[src/hdl/mr_pkg.sv]
// Package: encodings, widths and reset values of the move and return instruction executor
package mr_pkg;
  localparam int INSTR_W = 14;
  localparam int DATA_W = 8;
  localparam int FILE_ADDR_W = 7;
  localparam int PC_W = 13;

  // Opcode patterns, compared under the masks below; the return-from-interrupt code is matched against the whole word
  localparam logic [13:0] STORE_ACC_MASK = 14'h3f80;
  localparam logic [13:0] STORE_ACC_CODE = 14'h0080;
  localparam logic [13:0] LOAD_LIT_MASK = 14'h3c00;
  localparam logic [13:0] LOAD_LIT_CODE = 14'h3000;
  localparam logic [13:0] RET_LIT_MASK = 14'h3c00;
  localparam logic [13:0] RET_LIT_CODE = 14'h3400;
  localparam logic [13:0] NOP_MASK = 14'h3f9f;
  localparam logic [13:0] NOP_CODE = 14'h0000;
  localparam logic [13:0] RET_INT_CODE = 14'h0009;

  // Field positions inside the instruction word
  localparam int FILE_ADDR_LSB = 0;
  localparam int LITERAL_LSB = 0;

  // Global interrupt enable position in the interrupt control register
  localparam int GLOBAL_INTERRUPT_ENABLE_BIT = 7;

  // Cycle counts per instruction
  localparam int SINGLE_CYCLES = 1;
  localparam int RETURN_CYCLES = 2;

  // Values after reset
  localparam logic [7:0] ACC_RESET = 8'h00;
  localparam logic [12:0] PC_RESET = 13'h0000;
  localparam logic [6:0] FILE_ADDR_RESET = 7'h00;

  typedef enum logic [2:0] {
    MR_OP_NONE,
    MR_OP_STORE_ACC,
    MR_OP_LOAD_LIT,
    MR_OP_NOP,
    MR_OP_RET_INT,
    MR_OP_RET_LIT
  } mr_op_type;

  typedef enum logic {
    MR_ST_RUN,
    MR_ST_FLUSH
  } mr_state_type;
endpackage

[src/hdl/mr_exec.sv]
// Executor for store, load-literal, no-operation and return instructions of an 8-bit core
`timescale 1ns/100ps
`default_nettype none

// Summary of operation
// RULE1 - Store accumulator copies working register into file register at 7-bit address; one cycle, flags kept.
// RULE2 - Load literal puts 8-bit immediate into working register in one cycle, flags kept.
// RULE3 - Program image encodes don't-care bits of load literal as zeros.
// RULE4 - Return from interrupt pops stack, loads top of stack into PC; two cycles, flags kept.
// RULE5 - Return from interrupt also sets global interrupt enable, bit 7 of interrupt control.
// RULE6 - Return with literal loads immediate into working register, pops stack into PC; two cycles.
// RULE7 - No-operation changes nothing except advancing the program counter, in one cycle.
module mr_exec #(
  parameter int INSTR_W = mr_pkg::INSTR_W,
  parameter int PC_W = mr_pkg::PC_W
) (
  input wire logic mclk,
  input wire logic arst_n,
  input wire logic instr_valid,
  input wire logic [INSTR_W-1:0] instr_word,
  output logic instr_ready,
  input wire logic [PC_W-1:0] top_of_stack,
  output logic [mr_pkg::DATA_W-1:0] accumulator,
  output logic file_write,
  output logic [mr_pkg::FILE_ADDR_W-1:0] file_addr,
  output logic [mr_pkg::DATA_W-1:0] file_data,
  output logic stack_pop,
  output logic pc_advance,
  output logic pc_load,
  output logic [PC_W-1:0] pc_value,
  output logic global_interrupt_enable_set,
  output logic status_write,
  output logic illegal_instr
);

  // Refuse shapes the decoder and the fixed flush slot cannot serve
  initial begin
    if (INSTR_W != mr_pkg::INSTR_W) begin
      $error("mr_exec: instruction width must match the opcode masks");
    end
    if (PC_W < 1 || PC_W > 16) begin
      $error("mr_exec: program counter width out of range");
    end
    if (mr_pkg::LITERAL_LSB + mr_pkg::DATA_W > INSTR_W) begin
      $error("mr_exec: literal field lies outside the instruction word");
    end
    if (mr_pkg::FILE_ADDR_LSB + mr_pkg::FILE_ADDR_W > INSTR_W) begin
      $error("mr_exec: file address field lies outside the instruction word");
    end
    if (mr_pkg::GLOBAL_INTERRUPT_ENABLE_BIT >= mr_pkg::DATA_W) begin
      $error("mr_exec: interrupt enable bit lies outside the control register");
    end
    if (mr_pkg::SINGLE_CYCLES != 1 || mr_pkg::RETURN_CYCLES != 2) begin
      $error("mr_exec: only one flush slot per return is built");
    end
  end

  mr_pkg::mr_state_type state;
  mr_pkg::mr_state_type next_state;
  mr_pkg::mr_op_type op;
  logic take;
  logic [mr_pkg::DATA_W-1:0] literal;
  logic [mr_pkg::FILE_ADDR_W-1:0] operand_addr;
  logic is_store;
  logic is_load_lit;
  logic is_ret_lit;
  logic is_ret_int;
  logic is_nop;
  logic is_unknown;
  logic is_return;
  logic is_single;

  assign literal = instr_word[mr_pkg::LITERAL_LSB +: mr_pkg::DATA_W];
  assign operand_addr = instr_word[mr_pkg::FILE_ADDR_LSB +: mr_pkg::FILE_ADDR_W];

  // Decode; literal forms ignore the don't-care bits, trusting the image to zero them [RULE3]
  always_comb begin
    if ((instr_word & mr_pkg::STORE_ACC_MASK) == mr_pkg::STORE_ACC_CODE) begin
      op = mr_pkg::MR_OP_STORE_ACC;
    end else if ((instr_word & mr_pkg::LOAD_LIT_MASK) == mr_pkg::LOAD_LIT_CODE) begin
      op = mr_pkg::MR_OP_LOAD_LIT;
    end else if ((instr_word & mr_pkg::RET_LIT_MASK) == mr_pkg::RET_LIT_CODE) begin
      op = mr_pkg::MR_OP_RET_LIT;
    end else if (instr_word == mr_pkg::RET_INT_CODE) begin
      op = mr_pkg::MR_OP_RET_INT;
    end else if ((instr_word & mr_pkg::NOP_MASK) == mr_pkg::NOP_CODE) begin
      op = mr_pkg::MR_OP_NOP;
    end else begin
      op = mr_pkg::MR_OP_NONE;
    end
  end

  // The second cycle of a return is a flush slot: fetch must not present a new word
  assign instr_ready = (state == mr_pkg::MR_ST_RUN);
  assign take = instr_valid && instr_ready;

  // One view per taken kind, so each output below except the working register reads one term
  assign is_store = take && (op == mr_pkg::MR_OP_STORE_ACC);
  assign is_load_lit = take && (op == mr_pkg::MR_OP_LOAD_LIT);
  assign is_ret_lit = take && (op == mr_pkg::MR_OP_RET_LIT);
  assign is_ret_int = take && (op == mr_pkg::MR_OP_RET_INT);
  assign is_nop = take && (op == mr_pkg::MR_OP_NOP);
  assign is_unknown = take && (op == mr_pkg::MR_OP_NONE);
  assign is_return = is_ret_int || is_ret_lit;
  assign is_single = is_store || is_load_lit || is_nop;

  always_comb begin
    next_state = state;
    unique case (state)
      mr_pkg::MR_ST_RUN: begin
        if (is_return) begin
          next_state = mr_pkg::MR_ST_FLUSH; // [RULE4] [RULE6]
        end
      end
      mr_pkg::MR_ST_FLUSH: begin
        next_state = mr_pkg::MR_ST_RUN;
      end
    endcase
  end

  always_ff @(posedge mclk or negedge arst_n) begin
    if (!arst_n) begin
      state <= mr_pkg::MR_ST_RUN;
    end else begin
      state <= next_state;
    end
  end

  // Working register
  always_ff @(posedge mclk or negedge arst_n) begin
    if (!arst_n) begin
      accumulator <= mr_pkg::ACC_RESET;
    end else if (is_load_lit || is_ret_lit) begin
      accumulator <= literal; // [RULE2] [RULE6]
    end
  end

  // Write strobe lasts one cycle; address and data hold after it
  always_ff @(posedge mclk or negedge arst_n) begin
    if (!arst_n) begin
      file_write <= 1'b0;
    end else begin
      file_write <= is_store; // [RULE1]
    end
  end

  // Data is the working register as it stood before this cycle
  always_ff @(posedge mclk or negedge arst_n) begin
    if (!arst_n) begin
      file_addr <= mr_pkg::FILE_ADDR_RESET;
      file_data <= mr_pkg::ACC_RESET;
    end else if (is_store) begin
      file_addr <= operand_addr; // [RULE1]
      file_data <= accumulator; // [RULE1]
    end
  end

  // Single-word, single-cycle instructions just step the counter
  always_ff @(posedge mclk or negedge arst_n) begin
    if (!arst_n) begin
      pc_advance <= 1'b0;
    end else begin
      pc_advance <= is_single; // [RULE1] [RULE2] [RULE7]
    end
  end

  // One pop per return; the flush slot keeps a second one out
  always_ff @(posedge mclk or negedge arst_n) begin
    if (!arst_n) begin
      stack_pop <= 1'b0;
    end else begin
      stack_pop <= is_return; // [RULE4] [RULE6]
    end
  end

  // Load strobe rides with the pop so the core takes pc_value then
  always_ff @(posedge mclk or negedge arst_n) begin
    if (!arst_n) begin
      pc_load <= 1'b0;
    end else begin
      pc_load <= is_return; // [RULE4] [RULE6]
    end
  end

  // Sampled at take, before the pop disturbs the stack output
  always_ff @(posedge mclk or negedge arst_n) begin
    if (!arst_n) begin
      pc_value <= PC_W'(mr_pkg::PC_RESET);
    end else if (is_return) begin
      pc_value <= top_of_stack; // [RULE4] [RULE6]
    end
  end

  // Set pulse only; the enable bit itself lives in the interrupt control register
  always_ff @(posedge mclk or negedge arst_n) begin
    if (!arst_n) begin
      global_interrupt_enable_set <= 1'b0;
    end else begin
      global_interrupt_enable_set <= is_ret_int; // [RULE5]
    end
  end

  // None of these instructions touches the status flags
  always_ff @(posedge mclk or negedge arst_n) begin
    if (!arst_n) begin
      status_write <= 1'b0;
    end else begin
      status_write <= 1'b0; // [RULE1] [RULE2] [RULE4] [RULE6] [RULE7]
    end
  end

  // Unknown words only raise this; they neither step nor load the counter
  always_ff @(posedge mclk or negedge arst_n) begin
    if (!arst_n) begin
      illegal_instr <= 1'b0;
    end else begin
      illegal_instr <= is_unknown;
    end
  end

endmodule
`default_nettype wire

[config.mk]
export PLATFORM = sky130hd
export DESIGN_NAME = mr_exec
export DESIGN_NICKNAME = d
export VERILOG_FILES = /design/src/hdl/mr_pkg.sv /design/src/hdl/mr_exec.sv
export SDC_FILE = /design/constraint.sdc
export NUM_CORES = 1
export LEC_CHECK = 0
export BUFFER_PORTS_ARGS = -buffer_cell sky130_fd_sc_hd__buf_2
export CORE_ASPECT_RATIO = 2
export CORE_MARGIN = 5
export CORE_UTILIZATION = 30
export DETAILED_ROUTE_END_ITERATION = 10
export PLACE_DENSITY_LB_ADDON = 0.2
export SLEW_MARGIN = 25
export SYNTH_ARGS = -nofsm -noshare
export SYNTH_HDL_FRONTEND = slang
export SYNTH_SLANG_ARGS = --single-unit
[constraint.sdc]
create_clock -name mclk -period 4.05 [get_ports mclk]
set_input_delay 0.405 -clock mclk [delete_from_list [all_inputs] [get_ports mclk]]
set_output_delay 0.405 -clock mclk [all_outputs]
set_load 0.05 [all_outputs]
==> metrics.md, run 1 <==
| Metric | Value |
|---|---|
| Status | `finished, final reports clean` |
| CP Max Fanout | `14` |
| Vias in the first global route | `1292` |
| Placed cell count | `237` |
| Layout Skew | `0.002478 ns` |
| Critical Path Source Type | `primary input` |
| Max Root-Sink Buffers | `2` |
| Hold crit path type | `in2async` |
| Peak VDD IR | `0.0001930 V` |
| WP data arrival | `2.00 ns` |
| Most frequent cell after synthesis | `dfrtp_1` |
| First-pass GRT wire length | `6216 um` |
| Met1 Use GR | `0.1096` |
| Synth Cell Area | `1783 um2` |
| Drt pass-1 iters | `4` |
| Most frequent cells after synthesis | `dfrtp_1, mux2_4, mux2_2` |
| Fin crit period | `1.845 ns` |
| CP startpoint | `instr_word[1]` |
| Die area | `7678 um2` |
| Final Wtd Congestion | `0.6893` |
| Initial DRC count | `38` |
| Post-CTS Setup Inserts | `0` |
| Worst relative slew slack | `0.6481` |
| Fmax | `542.0 MHz` |
| Syn Nets | `139` |
| FF/Latch Area | `1051 um2` |
| Final WS setup | `2.205 ns` |
| Fin cells | `245` |
| Core box area | `5758 um2` |
| GRT overflow | `0` |
| Asr flop ratio synth | `1.000` |
| Pwr Density | `590.2 nW/um2` |
| Clock-pin slew of the registers on the worst-case setup and hold paths | `0.06 ns` |
| Req. time, crit path | `4.21 ns` |
| Met3 Resource Use GR | `0.03107` |
| Final hold violation count | `0` |
| Top post-synthesis cells by area | `dfrtp_1, mux2_4, mux2_2` |
| Fillcell total | `579` |
| Primary FF master, synth | `dfrtp_1` |
| Worst-Skew Late Latency | `0.28 ns` |
| Starting Density | `0.3096` |
| Post-Route WL | `3987 um` |
| H-tree depth | `2` |
| Post-Place Worst Slack | `1.895 ns` |
| Share of the yosys chip area belonging to registers | `0.5895` |
| CTS-repair resized insts | `0` |
| Die Wd | `64.51 um` |
| Max-Cap Viols | `0` |
| Synth unique cells | `27` |
| Syn_area_per_cell | `16.36 um2` |
| CTS tree | `yes` |
| Kind of critical path | `in2reg` |
| RSZ-0062 raised after global routing | `no` |
| Synth top area share | `0.5895` |
| Pins Over Slew Limit | `0` |
| CTS root buffer | `clkbuf_16` |
| Hold Buf Count CTS | `0` |
| Synth area leader | `dfrtp_1` |
| Largest net degree at the start of global routing | `43` |
| RR Startpoint | `state$_DFF_PN0_` |
| Setup TNS Final | `0 ns` |
| Final setup vio count | `0` |
| GR peak layer | `met2` |
| Yosys reg bits | `42` |
| Detailed Place HPWL | `3066 um` |
| Layout cells sized above 1 | `0.6467` |
| Post-synth EDFFs | `0` |
| Area growth syn-to-layout | `30.53%` |
| DR vias | `1165` |
| Met2 usage | `0.1839` |
| TritonCTS Buffers | `5` |
| Period utilization | `0.4556` |
| Overall power | `0.001373 W` |
| Die height | `119.0 um` |
| Yosys Warn Count | `0` |
| R2r setup slk | `2.28 ns` |
| Total clock sinks | `42` |
| Routed length per placed instance | `16.27 um` |
| Multi-input gate area | `670.6 um2` |
| GRT Resource Usage Total | `0.1045` |
| Worst-Margin Slew | `0.5279 ns` |
| I/O Pins | `74` |
| Row count | `39` |
| DRC | `0` |
| I/O Buffers | `72` |
| Leakage power | `1.242 nW` |
| Cell count after synthesis | `109` |
| DR vias/cell | `4.755` |
| Antenna violations before repair | `0` |
| ANT cells | `0` |
| Routed Antenna Nets | `0` |
| Fin nets | `213` |
| Critical Path End Type | `register` |
-- worst paths after layout --
check                                      endpoint  cells after the start
max                         pc_value[1]$_DFFE_PN0P_                      5
max reg2reg                 pc_value[1]$_DFFE_PN0P_                      4
max in group asynchronous   illegal_instr$_DFF_PN0_                      1
min                        file_data[2]$_DFFE_PN0P_                      1
min reg2reg                 pc_value[2]$_DFFE_PN0P_                      1
min in group mclk           pc_value[8]$_DFFE_PN0P_                      2
-- sequential cells by signal, summed over array words and instances, names as in the netlist --
name / cells
accumulator: 8
file_addr: 7
file_data: 8
file_write: 1
global_interrupt_enable_set: 1
illegal_instr: 1
pc_advance: 1
pc_load: 1
pc_value: 13
state: 1
-- cells by family after synthesis --
logic type | Yosys count | synth area share
other | 1 | 0.002103
buffers and inverters | 6 | 0.03438
AOI/OAI and AO/OA | 7 | 0.03720
muxes | 36 | 0.2674
and+or+nand+nor | 17 | 0.06947
DFF | 42 | 0.5895
-- cells in the final DEF (no fill, tap or decap), types with 2 or more instances in the layout --
cell type / netlist / layout
a21oi_1: 2 / 2
buf_2: 0 / 71
clkbuf_1: 0 / 2
clkbuf_16: 0 / 5
dfrtp_1: 42 / 42
mux2_2: 17 / 17
mux2_4: 19 / 19
nand3_1: 2 / 2
nor2_1: 4 / 4
-- layer usage --
layer	routed length [um]	share of wire	vias to the layer above
met5	0	0	-
met3	265	0.066	10
met4	112	0.028	0
met1	1499	0.38	569
li1	-	-	530
met2	2109	0.53	56
-- power breakdown --
part	internal [W]	leakage, nW	switching (W)	total, W
Combinational	0.000118	0.622	0.000294	0.000413
Clock	0.000291	0.0781	0.000152	0.000444
Sequential	0.000482	0.542	0.0000347	0.000517
-- final cells by class --
class                      count  area share
multi-input combinational     61      0.2882
sequential                    42      0.4516
clock inverter                 1     0.01290
tap                           61     0.03280
inverter                       1    0.001613
timing repair buffer          72      0.1559
clock buffer                   7     0.05699
-- metrics by stage --
stage / instance area (um2) / hold WS, ns / util
2_1_floorplan: 1783 / 0.1094 / -
3_3_place_gp: 2162 / 0.4882 / 0.3755
3_5_place_dp: 2162 / 0.4893 / 0.3755
4_1_cts: 2325 / 0.3071 / 0.4037
5_1_grt: 2327 / 0.1547 / 0.4042
6_report: 2327 / 0.1003 / 0.4042
-- worst max-delay path, cell delays in order --
cell and delay [ns]:
buf_2 0.12, nor3_1 0.45, nand3_1 0.25, a2bb2o_4 0.41, mux2_2 0.37
Power figures use the tool's default switching activity.
==> run 2: changes to the inputs <==
Clock period 4.05 ns to 1.8 ns, I/O delays scaled along.
==> metrics.md, run 2 (synthesis gave the netlist of run 1 again) <==
| Metric | Value |
|---|---|
| Status | `finished, final reports clean` |
| Row count | `39 (unchanged)` |
| Routed Antenna Nets | `0 (unchanged)` |
| Antenna violations before repair | `0 (unchanged)` |
| DRC | `0 (unchanged)` |
| Fillcell total | `571 (-1.4%)` |
| Final setup vio count | `0 (unchanged)` |
| Pint | `0.001907 W (+110%)` |
| Slowest CP cell | `a2bb2o_4` |
| Most common cell after layout, fill and taps aside | `buf_2` |
| Leakage power | `1.270 nW (+2.2%)` |
| Regs by FF count | `pc_value x13, accumulator x8, file_data x8` |
| WHS Endpoint | `pc_value[1]$_DFFE_PN0P_` |
| Fin Hold WS | `0.1308 ns (+0.03057 ns)` |
| Core box area | `5758 um2 (unchanged)` |
| ANT cells | `0 (unchanged)` |
| Die Wd | `64.51 um (unchanged)` |
| Setup TNS Final | `0 ns (unchanged)` |
| Initial DRC count | `10 (-74%)` |
| Starting Density | `0.3096 (unchanged)` |
| Hold path start | `top_of_stack[1]` |
| CTS tree | `yes` |
| H-tree depth | `2 (unchanged)` |
| CP Max Fanout | `14 (unchanged)` |
| Area growth syn-to-layout | `32.84%` |
| Slowest stage delay, CP | `0.40 ns (-0.05 ns)` |
| First-pass GRT wire length | `6541 um (+5.2%)` |
| CTS root buffer | `clkbuf_16` |
| Die height | `119.0 um (unchanged)` |
| GRT Resource Usage Total | `0.1098 (+0.005294)` |
| RR Startpoint | `state$_DFF_PN0_` |
| Clock share of power | `0.299 (-0.024)` |
| Period utilization | `0.8829` |
| Req. time, crit path | `1.96 ns (-2.25 ns)` |
| Most flop-heavy register | `pc_value` |
| Sw Share | `0.3641 (+0.01365)` |
| Max-Cap Viols | `0 (unchanged)` |
| Routed length per placed instance | `16.07 um (-1.3%)` |
| TritonCTS Buffers | `5 (unchanged)` |
| Layout cells sized above 1 | `0.6649 (+0.01818)` |
| R2R depth | `4 (unchanged)` |
| Kind of critical path | `reg2reg` |
| NetSw | `0.001092 W (+130%)` |
| Commonest cells after routing, fill and taps aside | `buf_2, dfrtp_1, mux2_4` |
| Util after Layout | `0.4113 (+0.007171)` |
| WP data arrival | `1.75 ns (-0.25 ns)` |
| Placed cell count | `243 (+2.5%)` |
| Post-Place Worst Slack | `0.02785 ns (-1.867 ns)` |
| Hold depth | `2` |
| I/O Pins | `74 (unchanged)` |
| Final hold violation count | `0 (unchanged)` |
| Worst-Skew Late Latency | `0.28 ns (about the same)` |
| Max Root-Sink Buffers | `2 (unchanged)` |
| Fin crit period | `1.589 ns` |
| Fin nets | `220 (+3.3%)` |
| CP Cell Sequence | `nor2b_1, nand3_1, a2bb2o_4, mux2_2` |
| RSZ-0062 raised after global routing | `no` |
| Clock-pin slew of the registers on the worst-case setup and hold paths | `0.06 ns (about the same)` |
| Total clock sinks | `42 (unchanged)` |
| Final Wtd Congestion | `0.7073 (+2.6%)` |
| Final WS setup | `0.2108 ns (-1.994 ns)` |
| Drt pass-1 iters | `4 (unchanged)` |
| Comb pwr share | `0.313 (+0.013)` |
| Detailed Place HPWL | `3146 um (+2.6%)` |
| Critical Path End Type | `register` |
| Post-Route WL | `4049 um (+1.6%)` |
| Die area | `7678 um2 (unchanged)` |
| Pwr Density | `1266 nW/um2 (+110%)` |
| Peak VDD IR | `0.0007786 V (+300%)` |
| R2r setup slk | `0.21 ns (-2.07 ns)` |
| DR vias | `1172 (+0.60%)` |
| Fmax | `629.2 MHz` |
| Fin cells | `252 (+2.9%)` |
| Hold crit path type | `in2reg` |
| GRT overflow | `0 (unchanged)` |
| Largest net degree at the start of global routing | `23 (-47%)` |
| Critical R2R Capture | `pc_value[0]$_DFFE_PN0P_` |
| Vias in the first global route | `1324 (+2.5%)` |
| Sequential fraction of design power | `0.388 (+0.011)` |
| I/O Buffers | `72 (unchanged)` |
| DR vias/cell | `4.651 (-2.2%)` |
| Pins Over Slew Limit | `0 (unchanged)` |
| Layout Skew | `0.003193 ns (+0.0007148 ns)` |
| Critical Path Source Type | `register` |
| Max reg flops | `13 (unchanged)` |
-- run 2: changes by cell type in the layout (fill, tap and decap cells not counted) --
cell	delta
clkinvlp_4	+1
clkbuf_8	+1
buf_2	+1
dlygate4sd3_1	+1
bufinv_16	-1
clkinv_2	+1
buf_4	+5
clkbuf_1	-2
-- run 2: what timing repair did --
| item | CTS | global route |
|---|---|---|
| hold buffers | 1 | 0 |
| resized for setup | 0 | 0 |
| endpoints found under the hold margin | 20 | 0 |
| setup buffers | 0 | 0 |
-- run 2: through the flow --
stage                     area [um2]  power (W)
final                           2369   0.002999
after global routing            2369   0.003125
after CTS                       2369   0.003047
after detailed placement        2207   0.002128
after global placement          2207   0.002116
after floorplan                 1783   0.001870
-- run 2: cell type report --
class                      count  area (um2)  area share
tap                           61       76.32     0.03222
inverter                       1       3.754    0.001585
timing repair buffer          79       415.4      0.1754
clock buffer                   6       138.9     0.05864
multi-input combinational     61       670.6      0.2831
sequential                    42        1051      0.4437
clock inverter                 2       12.51    0.005283
-- run 2: power groups by stage --
stage          logic, W  registers [W]  clock network, W
6_report       0.000938        0.00116          0.000897
5_1_grt        0.000977        0.00119          0.000961
4_1_cts        0.000949        0.00117          0.000931
3_5_place_dp   0.000945        0.00118                 0
3_3_place_gp   0.000938        0.00118                 0
2_1_floorplan  0.000193        0.00168                 0
-- run 2: critical path: cells and delay by family (launching register included) --
kind            cells  cell delay [ns]
compound gates      1             0.40
mux                 1             0.37
simple gates        2             0.31
flops               1             0.39
-- run 2: how the worst max path moves through the flow --
| stage | to | slack [ns] | startpoint |
|---|---|---|---|
| 6_report | pc_value[0]$_DFFE_PN0P_ | 0.21 | state$_DFF_PN0_ |
| 5_1_grt | pc_value[0]$_DFFE_PN0P_ | 0.11 | state$_DFF_PN0_ |
| 3_5_place_dp | pc_value[0]$_DFFE_PN0P_ | 0.03 | instr_word[1] |
| 3_3_place_gp | pc_value[0]$_DFFE_PN0P_ | 0.08 | instr_word[1] |
| 2_1_floorplan | pc_value[10]$_DFFE_PN0P_ | 0.19 | state$_DFF_PN0_ |
| 4_1_cts | pc_value[0]$_DFFE_PN0P_ | 0.19 | state$_DFF_PN0_ |
-- run 2: per-layer routing --
layer  GRT usage  share of wire  up-vias
met5           0              0        -
met4     0.04768          0.019        0
met3     0.03296          0.074        5
met2      0.1962           0.54       47
met1      0.1164           0.37      578
li1            -              -      542
==> run 3: changes to the inputs <==
Settings changed: CELL_PAD_IN_SITES_DETAIL_PLACEMENT set to 1, CELL_PAD_IN_SITES_GLOBAL_PLACEMENT set to 1.
==> metrics.md, run 3 (synthesis gave the netlist of run 1 again) <==
| Metric | Value |
|---|---|
| Kind of critical path | `reg2reg` |
| Final setup vio count | `0 (unchanged)` |
| Fillcell total | `632 (+11%)` |
| Critical R2R Capture | `pc_value[2]$_DFFE_PN0P_` |
| Post-Route WL | `4385 um (+8.3%)` |
| R2r setup slk | `0.14 ns (-0.07 ns)` |
| Met2 usage | `0.2176 (+0.02137)` |
| Largest net degree at the start of global routing | `29 (+26%)` |
| Initial DRC count | `19 (+9)` |
| WP data arrival | `1.82 ns (+0.07 ns)` |
| Layout cells sized above 1 | `0.6615 (-0.003463)` |
| Leakage power | `1.275 nW (+0.41%)` |
| Final hold violation count | `0 (unchanged)` |
| Critical Path End Type | `register` |
| Max-Cap Viols | `0 (unchanged)` |
| First-pass GRT wire length | `7162 um (+9.5%)` |
| CP startpoint | `state$_DFF_PN0_` |
| Req. time, crit path | `1.96 ns (about the same)` |
| I/O Buffers | `72 (unchanged)` |
| Util after Layout | `0.4120 (+0.0006520)` |
| Status | `finished, final reports clean` |
| Die height | `119.0 um (unchanged)` |
| Period utilization | `0.9220 (+0.03912)` |
| Routed Antenna Nets | `0 (unchanged)` |
| CTS root buffer | `clkbuf_16` |
| GRT Resource Usage Total | `0.1203 (+0.01049)` |
| Detailed Place HPWL | `3503 um (+11%)` |
| Commonest cells after routing, fill and taps aside | `buf_2, dfrtp_1, mux2_4` |
| Fin crit period | `1.660 ns (+0.07042 ns)` |
| Met3 Resource Use GR | `0.03202 (-0.0009416)` |
| DR vias | `1199 (+2.3%)` |
| Met1 Use GR | `0.1280 (+0.01156)` |
| Row count | `39 (unchanged)` |
| Fin nets | `221 (+0.45%)` |
| I/O Pins | `74 (unchanged)` |
| Overall power | `0.003000 W (about the same)` |
| Hold crit path type | `in2reg` |
| Area growth syn-to-layout | `33.05%` |
| Fin cells | `253 (+0.40%)` |
| Antenna violations before repair | `0 (unchanged)` |
| H-tree depth | `2 (unchanged)` |
| Vias in the first global route | `1354 (+2.3%)` |
| Placed cell count | `244 (+0.41%)` |
| Worst-Margin Slew | `0.6347 ns` |
| Layout Skew | `0.002344 ns (-0.0008486 ns)` |
| ANT cells | `0 (unchanged)` |
| Final std cell area, no fill | `2372 um2 (+0.16%)` |
| Routed length per placed instance | `17.33 um (+7.9%)` |
| Pwr Density | `1265 nW/um2 (-0.12%)` |
| RSZ-0062 raised after global routing | `no` |
| CP Capture Point | `pc_value[2]$_DFFE_PN0P_` |
| Total clock sinks | `42 (unchanged)` |
| DR vias/cell | `4.739 (+1.9%)` |
| Setup TNS Final | `0 ns (unchanged)` |
| TritonCTS Buffers | `5 (unchanged)` |
| Hold path start | `top_of_stack[4]` |
| Peak VDD IR | `0.0006495 V (-17%)` |
| Die Wd | `64.51 um (unchanged)` |
| Pins Over Slew Limit | `0 (unchanged)` |
| Most flop-heavy register | `pc_value` |
| Worst relative slew slack | `0.5769` |
| CTS-repair resized insts | `0 (unchanged)` |
| Regs by FF count | `pc_value x13, accumulator x8, file_data x8` |
| Max Root-Sink Buffers | `2 (unchanged)` |
| Placed instance area | `2215 um2 (+0.34%)` |
| Starting Density | `0.3096 (unchanged)` |
| DRC | `0 (unchanged)` |
| Final Wtd Congestion | `0.6360 (-10%)` |
| Most common cell after layout, fill and taps aside | `buf_2` |
| Max reg flops | `13 (unchanged)` |
| Clock-pin slew of the registers on the worst-case setup and hold paths | `0.06 ns (about the same)` |
| Drt pass-1 iters | `4 (unchanged)` |
| CP Max Fanout | `14 (unchanged)` |
| Die area | `7678 um2 (unchanged)` |
| GRT overflow | `0 (unchanged)` |
| Core box area | `5758 um2 (unchanged)` |
| CTS tree | `yes` |
| Critical Path Source Type | `register` |
| RR Startpoint | `state$_DFF_PN0_` |
| GR peak layer | `met2` |
| R2R depth | `4 (unchanged)` |
| Fmax | `602.5 MHz (-4.2%)` |
| Worst-Skew Late Latency | `0.28 ns (about the same)` |
-- run 3: cell types whose count changed in the layout (fill, tap and decap cells not counted) --
cell        previous run  this run
buf_4                  6         7
clkbuf_1               0         1
clkinvlp_4             1         0
-- run 3: worst max-delay path, stage by stage (launching register included) --
cell	delay, ns
dfrtp_1	0.39
nor2b_1	0.18
nand3_1	0.17
a2bb2o_4	0.42
mux2_2	0.38
-- run 3: cell type report --
| class | count | area, um2 | area share |
|---|---|---|---|
| Sequential cell | 42 | 1051 | 0.4430 |
| Clock buffer | 7 | 142.6 | 0.06013 |
| Tap cell | 61 | 76.32 | 0.03217 |
| Timing Repair Buffer | 80 | 422.9 | 0.1783 |
| Multi-Input combinational cell | 61 | 670.6 | 0.2827 |
| Inverter | 1 | 3.754 | 0.001582 |
| Clock inverter | 1 | 5.005 | 0.002110 |
-- run 3: power breakdown --
part           internal, W  switching, W  total [W]
Combinational     0.000274      0.000670   0.000944
Clock             0.000549      0.000339   0.000888
Sequential         0.00109     0.0000829    0.00117
Total              0.00191       0.00109    0.00300
-- run 3: how the worst min path moves through the flow --
| stage | to | slack [ns] | cells past startpoint |
|---|---|---|---|
| floorplan | accumulator[0]$_DFFE_PN0P_ | -0.12 | 0 |
| CTS | pc_value[6]$_DFFE_PN0P_ | 0.13 | 2 |
| global route | pc_value[8]$_DFFE_PN0P_ | 0.13 | 2 |
| global placement | pc_value[3]$_DFFE_PN0P_ | 0.24 | 1 |
| detailed placement | pc_value[8]$_DFFE_PN0P_ | 0.24 | 1 |
| finish | pc_value[4]$_DFFE_PN0P_ | 0.13 | 2 |
-- run 3: metrics by stage --
stage               hold WS [ns]  worst slack (ns)
floorplan                -0.1156            0.1924
global placement          0.2353            0.1032
detailed placement        0.2436           0.02879
CTS                       0.1253            0.1271
global route              0.1313           0.03818
finish                    0.1323            0.1403
-- run 3: layer usage --
layer,routed length (um),vias to the layer above
li1,-,549
met1,1574,592
met2,2416,49
met3,287,9
met4,106,0
met5,0,-
-- run 3: repair_timing --
action | CTS | global route
hold buffers | 1 | 0
endpoints found under the setup margin | 0 | 0
hold endpoints to repair | 26 | 0
setup buffers | 0 | 0
